### src/sfc_consts.vh
// Purpose: constants for the serial flash command controller
// Assumes: 250 MHz system clock
// Notes:   timing counts are rounded up to whole clock cycles
`ifndef SFC_CONSTS_VH
`define SFC_CONSTS_VH

// ============================================================
// opcodes
`define SFC_OP_READ         8'h03
`define SFC_OP_FAST_READ    8'h0B
`define SFC_OP_DUAL_OUT     8'h3B
`define SFC_OP_DUAL_IO      8'hBB
`define SFC_OP_SECTOR_ER_A  8'h20
`define SFC_OP_SECTOR_ER_B  8'hD7
`define SFC_OP_BLOCK_ER     8'hD8
`define SFC_OP_CHIP_ER_A    8'h60
`define SFC_OP_CHIP_ER_B    8'hC7
`define SFC_OP_PAGE_PROG    8'h02
`define SFC_OP_STATUS_READ  8'h05
`define SFC_OP_STATUS_WRITE 8'h01
`define SFC_OP_WRITE_EN     8'h06
`define SFC_OP_WRITE_DIS    8'h04
`define SFC_OP_IDENT        8'hAB
`define SFC_OP_JEDEC_ID     8'h9F
`define SFC_OP_DEEP_SLEEP   8'hB9

// ============================================================
// frame sizes
`define SFC_BYTE_CLKS       4'h8
`define SFC_DUAL_CLKS       4'h4
`define SFC_ADDR_LAST       2'h2
`define SFC_PAGE_MAX        16'h0100
`define SFC_SECTOR_MASK     24'hFFF000
`define SFC_BLOCK_MASK      24'hFF0000

// ============================================================
// timing
`define SFC_CLK_NS          4
`define SFC_SCK_MIN_PER_NS  40
`define SFC_HALF_CYC        ((`SFC_SCK_MIN_PER_NS / 2 + `SFC_CLK_NS - 1) / `SFC_CLK_NS)
`define SFC_CS_HIGH_NS      50
`define SFC_CS_HIGH_CYC     ((`SFC_CS_HIGH_NS + `SFC_CLK_NS - 1) / `SFC_CLK_NS)

`endif

### src/sfc_host.v
// Purpose: host controller driving a serial flash over its SPI pins
// Assumes: mode 0 framing, sck made here from a divider of clock
// Notes:   read data stalls sck while the receive buffer is full
`timescale 1ns/1ps
`include "sfc_consts.vh"
module sfc_host (
  input  wire        clock,
  input  wire        rst,
  input  wire        cmd_valid,
  output wire        cmd_ready,
  input  wire [7:0]  cmd_op,
  input  wire [23:0] cmd_addr,
  input  wire [15:0] cmd_len,
  input  wire        wr_valid,
  output wire        wr_ready,
  input  wire [7:0]  wr_data,
  output wire        rd_valid,
  input  wire        rd_ready,
  output wire [7:0]  rd_data,
  output wire        busy,
  output wire        done,
  output wire        cmd_err,
  output wire        sck,
  output wire        cs_n,
  output wire        io0_out,
  output wire        io0_oe,
  input  wire        io0_in,
  output wire        io1_out,
  output wire        io1_oe,
  input  wire        io1_in
);
  localparam [2:0] S_IDLE = 3'h0, S_START = 3'h1, S_LOAD = 3'h2, S_LOW = 3'h3, S_HIGH = 3'h4, S_GAP = 3'h5;
  localparam [2:0] P_OP = 3'h0, P_ADDR = 3'h1, P_DUMMY = 3'h2, P_WDATA = 3'h3, P_RDATA = 3'h4, P_END = 3'h5;
  localparam integer HALF_I  = `SFC_HALF_CYC;
  localparam integer GAP_I   = `SFC_CS_HIGH_CYC;
  localparam [3:0]   HALF    = HALF_I[3:0];
  localparam [4:0]   CS_HIGH = GAP_I[4:0];

  reg [2:0]  state_reg;
  reg [2:0]  phase_reg;
  reg [7:0]  op_reg;
  reg [23:0] addr_reg;
  reg [15:0] len_reg;
  reg        has_addr_reg;
  reg        dummy_reg;
  reg        dual_addr_reg;
  reg        dual_data_reg;
  reg        wdata_reg;
  reg        rdata_reg;
  reg        pre_reg;
  reg [1:0]  aidx_reg;
  reg [3:0]  bits_reg;
  reg [7:0]  sh_reg;
  reg [7:0]  rx_reg;
  reg [3:0]  div_reg;
  reg [4:0]  gap_reg;
  reg        sck_reg;
  reg        cs_n_reg;
  reg        io0_out_reg;
  reg        io1_out_reg;
  reg        io0_oe_reg;
  reg        io1_oe_reg;
  reg        push_reg;
  reg        done_reg;
  reg        err_reg;
  reg        io0_m_reg;
  reg        io0_s_reg;
  reg        io1_m_reg;
  reg        io1_s_reg;
  wire       buf_in_ready;
  wire       tick;
  wire       dual_now;
  wire       need_wel;
  wire       is_addr;
  wire       is_dummy;
  wire       is_rd;
  wire       is_wr;
  wire       bad;
  reg [2:0]  nxt;

  assign cmd_ready = (state_reg == S_IDLE);
  assign busy      = (state_reg != S_IDLE);
  assign wr_ready  = (state_reg == S_LOAD) && (phase_reg == P_WDATA);
  assign done      = done_reg;
  assign cmd_err   = err_reg;
  assign sck       = sck_reg;
  assign cs_n      = cs_n_reg;
  assign io0_out   = io0_out_reg;
  assign io1_out   = io1_out_reg;
  assign io0_oe    = io0_oe_reg;
  assign io1_oe    = io1_oe_reg;

  // ============================================================
  // command decode
  // write enable prefix
  assign need_wel = (cmd_op == `SFC_OP_SECTOR_ER_A) || (cmd_op == `SFC_OP_SECTOR_ER_B) ||
                    (cmd_op == `SFC_OP_BLOCK_ER) || (cmd_op == `SFC_OP_CHIP_ER_A) ||
                    (cmd_op == `SFC_OP_CHIP_ER_B) || (cmd_op == `SFC_OP_PAGE_PROG) ||
                    (cmd_op == `SFC_OP_STATUS_WRITE);
  assign is_addr  = (cmd_op == `SFC_OP_READ) || (cmd_op == `SFC_OP_FAST_READ) ||
                    (cmd_op == `SFC_OP_DUAL_OUT) || (cmd_op == `SFC_OP_DUAL_IO) ||
                    (cmd_op == `SFC_OP_SECTOR_ER_A) || (cmd_op == `SFC_OP_SECTOR_ER_B) ||
                    (cmd_op == `SFC_OP_BLOCK_ER) || (cmd_op == `SFC_OP_PAGE_PROG) ||
                    ((cmd_op == `SFC_OP_IDENT) && (cmd_len != 16'h0000));
  assign is_dummy = (cmd_op == `SFC_OP_FAST_READ) || (cmd_op == `SFC_OP_DUAL_OUT) ||
                    (cmd_op == `SFC_OP_DUAL_IO);
  assign is_rd    = (cmd_op == `SFC_OP_READ) || (cmd_op == `SFC_OP_FAST_READ) ||
                    (cmd_op == `SFC_OP_DUAL_OUT) || (cmd_op == `SFC_OP_DUAL_IO) ||
                    (cmd_op == `SFC_OP_STATUS_READ) || (cmd_op == `SFC_OP_JEDEC_ID) ||
                    ((cmd_op == `SFC_OP_IDENT) && (cmd_len != 16'h0000));
  assign is_wr    = (cmd_op == `SFC_OP_PAGE_PROG) || (cmd_op == `SFC_OP_STATUS_WRITE);
  assign bad      = ((cmd_op == `SFC_OP_PAGE_PROG) &&
                     ((cmd_len == 16'h0000) || (cmd_len > `SFC_PAGE_MAX))) ||
                    (is_rd && (cmd_len == 16'h0000));

  assign dual_now = (((phase_reg == P_ADDR) || (phase_reg == P_DUMMY)) && dual_addr_reg) ||
                    ((phase_reg == P_RDATA) && dual_data_reg);

  // ============================================================
  // sck divider
  // sck at most 25 MHz
  assign tick = (div_reg == HALF - 4'h1);

  // ============================================================
  // pin input synchronisers
  always @(posedge clock or posedge rst) begin
    if (rst) begin
      io0_m_reg <= 1'b0;
      io0_s_reg <= 1'b0;
      io1_m_reg <= 1'b0;
      io1_s_reg <= 1'b0;
    end else begin
      io0_m_reg <= io0_in;
      io0_s_reg <= io0_m_reg;
      io1_m_reg <= io1_in;
      io1_s_reg <= io1_m_reg;
    end
  end

  // ============================================================
  // phase after a finished byte
  always @* begin
    nxt = P_END;
    case (phase_reg)
      P_OP: begin
        if (pre_reg) begin
          nxt = P_END;
        end else if (has_addr_reg) begin
          nxt = P_ADDR;
        end else if (wdata_reg) begin
          nxt = P_WDATA;
        end else if (rdata_reg) begin
          nxt = P_RDATA;
        end
      end
      P_ADDR: begin
        if (aidx_reg != `SFC_ADDR_LAST) begin
          nxt = P_ADDR;
        end else if (dummy_reg) begin
          nxt = P_DUMMY;
        end else if (wdata_reg) begin
          nxt = P_WDATA;
        end else if (rdata_reg) begin
          nxt = P_RDATA;
        end
      end
      P_DUMMY: begin
        nxt = rdata_reg ? P_RDATA : P_END;
      end
      P_WDATA, P_RDATA: begin
        nxt = (len_reg == 16'h0001) ? P_END : phase_reg;
      end
      default: begin
        nxt = P_END;
      end
    endcase
  end

  // ============================================================
  // frame sequencer
  always @(posedge clock or posedge rst) begin
    if (rst) begin
      state_reg     <= S_IDLE;
      phase_reg     <= P_OP;
      op_reg        <= 8'h00;
      addr_reg      <= 24'h000000;
      len_reg       <= 16'h0000;
      has_addr_reg  <= 1'b0;
      dummy_reg     <= 1'b0;
      dual_addr_reg <= 1'b0;
      dual_data_reg <= 1'b0;
      wdata_reg     <= 1'b0;
      rdata_reg     <= 1'b0;
      pre_reg       <= 1'b0;
      aidx_reg      <= 2'h0;
      bits_reg      <= 4'h0;
      sh_reg        <= 8'h00;
      rx_reg        <= 8'h00;
      div_reg       <= 4'h0;
      gap_reg       <= 5'h00;
      sck_reg       <= 1'b0;
      cs_n_reg      <= 1'b1;
      push_reg      <= 1'b0;
      done_reg      <= 1'b0;
      err_reg       <= 1'b0;
    end else begin
      push_reg <= 1'b0;
      done_reg <= 1'b0;
      err_reg  <= 1'b0;
      div_reg  <= tick ? 4'h0 : div_reg + 4'h1;
      case (state_reg)
        S_IDLE: begin
          if (cmd_valid && bad) begin
            err_reg <= 1'b1;
          end else if (cmd_valid) begin
            op_reg        <= cmd_op;
            if ((cmd_op == `SFC_OP_SECTOR_ER_A) || (cmd_op == `SFC_OP_SECTOR_ER_B)) begin
              addr_reg <= cmd_addr & `SFC_SECTOR_MASK;
            end else if (cmd_op == `SFC_OP_BLOCK_ER) begin
              addr_reg <= cmd_addr & `SFC_BLOCK_MASK;
            end else begin
              addr_reg <= cmd_addr;
            end
            len_reg       <= (cmd_op == `SFC_OP_STATUS_WRITE) ? 16'h0001 :
                             ((is_rd || is_wr) ? cmd_len : 16'h0000);
            has_addr_reg  <= is_addr;
            dummy_reg     <= is_dummy;
            dual_addr_reg <= (cmd_op == `SFC_OP_DUAL_IO);
            dual_data_reg <= (cmd_op == `SFC_OP_DUAL_IO) || (cmd_op == `SFC_OP_DUAL_OUT);
            wdata_reg     <= is_wr;
            rdata_reg     <= is_rd;
            pre_reg       <= need_wel;
            state_reg     <= S_START;
          end
        end
        S_START: begin
          cs_n_reg  <= 1'b0;
          phase_reg <= P_OP;
          aidx_reg  <= 2'h0;
          state_reg <= S_LOAD;
        end
        S_LOAD: begin
          div_reg <= 4'h0;
          bits_reg <= dual_now ? `SFC_DUAL_CLKS : `SFC_BYTE_CLKS;
          case (phase_reg)
            P_OP: begin
              sh_reg    <= pre_reg ? `SFC_OP_WRITE_EN : op_reg;
              state_reg <= S_LOW;
            end
            P_ADDR: begin
              sh_reg    <= (aidx_reg == 2'h0) ? addr_reg[23:16] :
                           ((aidx_reg == 2'h1) ? addr_reg[15:8] : addr_reg[7:0]);
              state_reg <= S_LOW;
            end
            P_WDATA: begin
              if (wr_valid) begin
                sh_reg    <= wr_data;
                state_reg <= S_LOW;
              end
            end
            P_RDATA: begin
              // a push still in flight must land before free space is judged
              if (buf_in_ready && !push_reg) begin
                sh_reg    <= 8'h00;
                state_reg <= S_LOW;
              end
            end
            default: begin
              sh_reg    <= 8'h00;
              state_reg <= S_LOW;
            end
          endcase
        end
        S_LOW: begin
          if (tick) begin
            sck_reg   <= 1'b1;
            state_reg <= S_HIGH;
            if (dual_now) begin
              rx_reg <= {rx_reg[5:0], io1_s_reg, io0_s_reg};
            end else begin
              rx_reg <= {rx_reg[6:0], io1_s_reg};
            end
          end
        end
        S_HIGH: begin
          if (tick) begin
            sck_reg  <= 1'b0;
            sh_reg   <= dual_now ? {sh_reg[5:0], 2'b00} : {sh_reg[6:0], 1'b0};
            bits_reg <= bits_reg - 4'h1;
            if (bits_reg == 4'h1) begin
              push_reg <= (phase_reg == P_RDATA);
              if ((phase_reg == P_WDATA) || (phase_reg == P_RDATA)) begin
                len_reg <= len_reg - 16'h0001;
              end
              if (phase_reg == P_ADDR) begin
                aidx_reg <= aidx_reg + 2'h1;
              end
              if (nxt == P_END) begin
                cs_n_reg  <= 1'b1;
                gap_reg   <= CS_HIGH;
                state_reg <= S_GAP;
              end else begin
                phase_reg <= nxt;
                state_reg <= S_LOAD;
              end
            end else begin
              state_reg <= S_LOW;
            end
          end
        end
        S_GAP: begin
          gap_reg <= gap_reg - 5'h01;
          if (gap_reg == 5'h01) begin
            if (pre_reg) begin
              pre_reg   <= 1'b0;
              state_reg <= S_START;
            end else begin
              done_reg  <= 1'b1;
              state_reg <= S_IDLE;
            end
          end
        end
        default: begin
          state_reg <= S_IDLE;
        end
      endcase
    end
  end

  // ============================================================
  // pin drivers
  always @(posedge clock or posedge rst) begin
    if (rst) begin
      io0_out_reg <= 1'b0;
      io1_out_reg <= 1'b0;
      io0_oe_reg  <= 1'b0;
      io1_oe_reg  <= 1'b0;
    end else begin
      io0_out_reg <= dual_now ? sh_reg[6] : sh_reg[7];
      io1_out_reg <= dual_now ? sh_reg[7] : 1'b0;
      io0_oe_reg  <= !cs_n_reg && !((phase_reg == P_RDATA) && dual_data_reg) &&
                     !((phase_reg == P_DUMMY) && dual_data_reg);
      io1_oe_reg  <= !cs_n_reg && dual_addr_reg && (phase_reg == P_ADDR);
    end
  end

  // ============================================================
  // receive buffer
  sfc_buf #(
    .WIDTH (8),
    .DEPTH (2)
  ) u_buf (
    .clock     (clock),
    .rst       (rst),
    .in_valid  (push_reg),
    .in_ready  (buf_in_ready),
    .in_data   (rx_reg),
    .out_valid (rd_valid),
    .out_ready (rd_ready),
    .out_data  (rd_data)
  );
endmodule

### src/sfc_buf.v
// Purpose: two-entry valid/ready buffer for received bytes
// Assumes: single clock, asynchronous active-high reset
// Notes:   out_data comes from flip-flop storage
`timescale 1ns/1ps
module sfc_buf #(
  parameter WIDTH = 8,
  parameter DEPTH = 2
) (
  input  wire             clock,
  input  wire             rst,
  input  wire             in_valid,
  output wire             in_ready,
  input  wire [WIDTH-1:0] in_data,
  output wire             out_valid,
  input  wire             out_ready,
  output wire [WIDTH-1:0] out_data
);
  reg [WIDTH-1:0] mem_reg [0:DEPTH-1];
  reg [0:0]       wr_ptr_reg;
  reg [0:0]       rd_ptr_reg;
  reg [1:0]       count_reg;
  wire            push;
  wire            pop;

  assign in_ready  = (count_reg != DEPTH[1:0]);
  assign out_valid = (count_reg != 2'h0);
  assign out_data  = mem_reg[rd_ptr_reg];
  assign push      = in_valid && in_ready;
  assign pop       = out_valid && out_ready;

  // ============================================================
  // storage
  genvar i;
  generate
    for (i = 0; i < DEPTH; i = i + 1) begin : g_ent
      always @(posedge clock or posedge rst) begin
        if (rst) begin
          mem_reg[i] <= {WIDTH{1'b0}};
        end else if (push && (wr_ptr_reg == i)) begin
          mem_reg[i] <= in_data;
        end
      end
    end
  endgenerate

  // ============================================================
  // pointers
  always @(posedge clock or posedge rst) begin
    if (rst) begin
      wr_ptr_reg <= 1'b0;
      rd_ptr_reg <= 1'b0;
      count_reg  <= 2'h0;
    end else begin
      if (push) begin
        wr_ptr_reg <= ~wr_ptr_reg;
      end
      if (pop) begin
        rd_ptr_reg <= ~rd_ptr_reg;
      end
      if (push && !pop) begin
        count_reg <= count_reg + 2'h1;
      end else if (pop && !push) begin
        count_reg <= count_reg - 2'h1;
      end
    end
  end
endmodule

### config.mk
export PLATFORM = sky130hd
export DESIGN_NAME = sfc_host
export DESIGN_NICKNAME = d
export VERILOG_FILES = /design/src/sfc_host.v /design/src/sfc_buf.v
export VERILOG_INCLUDE_DIRS = /design/src
export SDC_FILE = /design/constraint.sdc
export NUM_CORES = 1
export LEC_CHECK = 0
export ABC_CLOCK_PERIOD_IN_PS = 3100
export BUFFER_PORTS_ARGS = -buffer_cell sky130_fd_sc_hd__buf_2
export CAP_MARGIN = 20
export CORE_UTILIZATION = 55
export CTS_CLUSTER_DIAMETER = 200
export CTS_CLUSTER_SIZE = 12
export DETAILED_ROUTE_END_ITERATION = 12
export HOLD_SLACK_MARGIN = 0.15
export PLACE_DENSITY_LB_ADDON = 0.25
export SYNTH_ARGS = -nofsm -noshare
export SYNTH_HDL_FRONTEND = slang
export SYNTH_HIERARCHICAL = 1
export SYNTH_SLANG_ARGS = --single-unit
### constraint.sdc
create_clock -name clock -period 3.1 [get_ports clock]
set_input_delay 0 -clock clock [delete_from_list [all_inputs] [get_ports clock]]
set_output_delay 0 -clock clock [all_outputs]
set_load 0.02 [all_outputs]
==> summary.md <==
| Metric | Value |
|---|---|
| Status | `finished, final reports clean` |
| Clock buffer count from CTS | `17` |
| Worst Path Buf+Inv | `2` |
| Met1 usage | `35.9%` |
| Setup Crit Path Kind | `input pin to flip-flop` |
| Synth cell types | `74` |
| GR peak layer | `met2` |
| EDFF count, synth | `0` |
| Largest net degree at the start of global routing | `83` |
| Clock Latency Late Sink | `0.42 ns` |
| HP Class | `input pin to async pin` |
| CTS clk-pin slew, worst paths | `0.05 ns` |
| CP top delay family | `simple AND/OR/NAND/NOR gates` |
| Die ar. | `13100 sq um` |
| Mean post-synth cell area | `9.67 sq um` |
| CP startpoint kind | `input pin` |
| Die X | `115 microns` |
| Top cell type by total area after synthesis | `dfrtp_1` |
| CTS tree | `yes` |
| Nets | `928` |
| Ratio of cells with drive above 1 in the final layout | `22.1%` |
| Cells after Synth | `720` |
| Fin. Hold Viols | `0` |
| First-pass GRT wire length | `30.3 mm` |
| Worst reg2reg path depth | `6` |
| Slew Limit Fails | `0` |
| Top-level I/O count | `83` |
| CP Data Arrival Time | `3.02 ns` |
| Met3 usage | `8.26%` |
| Top cells by count, synth | `dfrtp_1, nand2_1, o21ai_0, nor2_1, a21oi_1` |
| DRT iter0 DRCs | `513` |
| Post-placement cell count | `938` |
| Wirelength per Cell | `17.9 microns` |
| VDD IR max | `0.000536 V` |
| Via count | `6297` |
| Max Fclk | `369 MHz` |
| Top-count cell post-synth | `dfrtp_1` |
| Layout Utilization | `71.7%` |
| Row count | `40` |
| Crit-path slowest cell | `nor2_4` |
| Crit-path cells | `dlygate4sd3_1 > buf_2 > nor4_1 > a21boi_0 > o21ai_0 > nand3_1 > nor2_4 > mux2_2` |
| H-tree Lvls | `4` |
| Post-DP HPWL | `11.9 mm` |
| YS warnings | `6` |
| Port bufs | `82` |
| DIE HEIGHT | `115 microns` |
| Synth Net Count | `795` |
| P_int | `4.22 mW` |
| Area contributors post-synth | `dfrtp_1, o21ai_0, mux2_2, mux2_4, nand2_1` |
| Comb power frac | `28.2%` |
| Clk sinks | `125` |
| WL final | `18.4 mm` |
| Max reg flops | `24` |
| Initial Util | `57.3%` |
| Vias in the first global route | `6255` |
| Post-CTS setup buffer count | `0` |
| Sequential share of power | `40.3%` |
| DRC Markers | `0` |
| Prevailing post-synth register cell | `dfrtp_1` |
| Slew margin rel. | `41.5%` |
| Max-cap violation count | `0` |
| Clock Power Share | `31.6%` |
| Initial antenna violation count | `0` |
| Ant diodes | `0` |
| Setup TNS | `0 ns` |
| Layout area overhead | `25.2%` |
| Seq/Total Area, Yosys | `44.9%` |
| Routability Congestion | `0.945` |
| Clock Tree Buf Depth | `2` |
| Grt met2 use | `50.5%` |
| Capturing point of the worst reg2reg path | `gap_reg[4]` |
| Cell Count, Final, Fillers Out | `1032` |
| Total global routing track utilization | `30.1%` |
| Total grt overflow | `0` |
| Async SR Flop Fraction | `100%` |
| Setup crit end kind | `flip-flop` |
| Setup-failing EPs final | `0` |
| Core area | `12200 sq um` |
| Lkg Pwr | `3.96 nW` |
| Crit Path Max Fanout | `25` |
| Final min period | `2.71 ns` |
| Worst-Margin Slew | `0.876 ns` |
| FF-to-FF Start | `len_reg[6]` |
| Syn Std Cell Area | `6960 sq um` |
| Synthesized flop and latch total | `125` |
| Min setup slack post-route | `0.386 ns` |
| Sw frac | `33.6%` |
| Critical Path RT | `3.41 ns` |
| Unrepaired setup endpoints after global routing | `false` |
| R2R setup slack | `0.57 ns` |
| NetSw | `2.13 mW` |
| Place WS | `0.604 ns` |
| TritonRoute pass-1 iters | `5` |
| Final Cell Area | `8720 sq um` |
| Antenna viol nets, final | `0` |
| Root Buffer Master | `clkbuf_16` |
| Overall power | `6.35 mW` |
| Placed cell area | `7470 sq um` |
| Worst path max stage delay | `0.72 ns` |
| Synth top area share | `44.6%` |
| Clock skew | `0.00751 ns` |
| Pwr/cell area | `729 nW/um^2` |
| Vias/cell | `6.10` |
| Worst hold slack | `0.135 ns` |
| Final period util | `87.5%` |
-- metal layers --
metal	share of wire, %	vias up
met5	0	-
met4	2.5	0
met3	6.6	46
met2	51	296
met1	40	3046
li1	-	2909
-- power groups by stage --
stage               registers, mW  clock network (mW)  logic, mW
finish                       2.56                2.01       1.79
global route                 2.62                2.11       1.99
CTS                          2.53                2.03       1.75
detailed placement           2.55                   0       1.67
global placement             2.52                   0       1.59
floorplan                    2.39                   0       1.33
-- kinds of logic (layout without fill, tap and decap cells) --
kind of cell	Yosys count	in the layout	share of synthesized area (%)
buf+inv	66	210	4.35
compound gates	193	193	17.7
mux	69	69	11.7
flops	125	125	44.9
fa+ha+maj	12	12	2.16
xor+xnor	10	10	1.26
simple gates	245	245	17.9
-- worst max path at each step --
stage	from	endpoint	slack (ns)	cells after the start
4_1_cts	cmd_len[4]	dual_data_reg	0.51	8
2_1_floorplan	rst	addr_reg[0]	0.34	1
6_report	cmd_len[4]	dual_data_reg	0.39	8
3_5_place_dp	cmd_len[4]	addr_reg[17]	0.60	7
3_3_place_gp	cmd_len[12]	addr_reg[17]	0.65	7
5_1_grt	cmd_len[12]	addr_reg[23]	0.25	8
-- worst register-to-register path, stage by stage (launching register included) --
cell and delay [ns]:
dfrtp_1 0.46, nor4_1 0.54, and3_1 0.32, nand3_1 0.14, a22oi_1 0.48, a21oi_1 0.26, a21o_1 0.23
-- layout make-up --
type	instances	area (sq um)
clock buffer	23	478
sequential	125	3130
clock inverter	7	113
timing repair buffer	160	1170
multi-input combinational	529	3540
tap	168	210
fill	879	3440
inverter	20	77.6
-- cell usage in the layout (no fill, tap or decap), drive strengths merged, types with 3 or more instances in the layout --
cell type / count
o22ai: 7
xnor2: 4
dfrtp: 124
and3: 4
or3: 4
nor2b: 7
a22oi: 7
nor3: 20
o211ai: 11
nand2b: 7
a221oi: 4
mux2: 45
or3b: 3
inv: 20
nand2: 76
or2: 5
and2: 5
clkinv: 3
or4: 6
a32oi: 6
dlygate4sd3: 63
a21o: 3
nor3b: 5
bufinv: 3
o21bai: 3
o21ai: 62
buf: 97
nor4: 9
nor2: 52
clkbuf: 23
nand3b: 6
ha: 12
a21oi: 43
a31oi: 14
mux2i: 24
xor2: 6
o221ai: 13
nand4: 13
nand3: 17
-- what timing repair did --
item	in CTS	in global routing
hold buffers	63	0
hold endpoints to repair	165	0
gates resized for setup	0	0
Note: power is estimated with default switching activity, not from simulation.
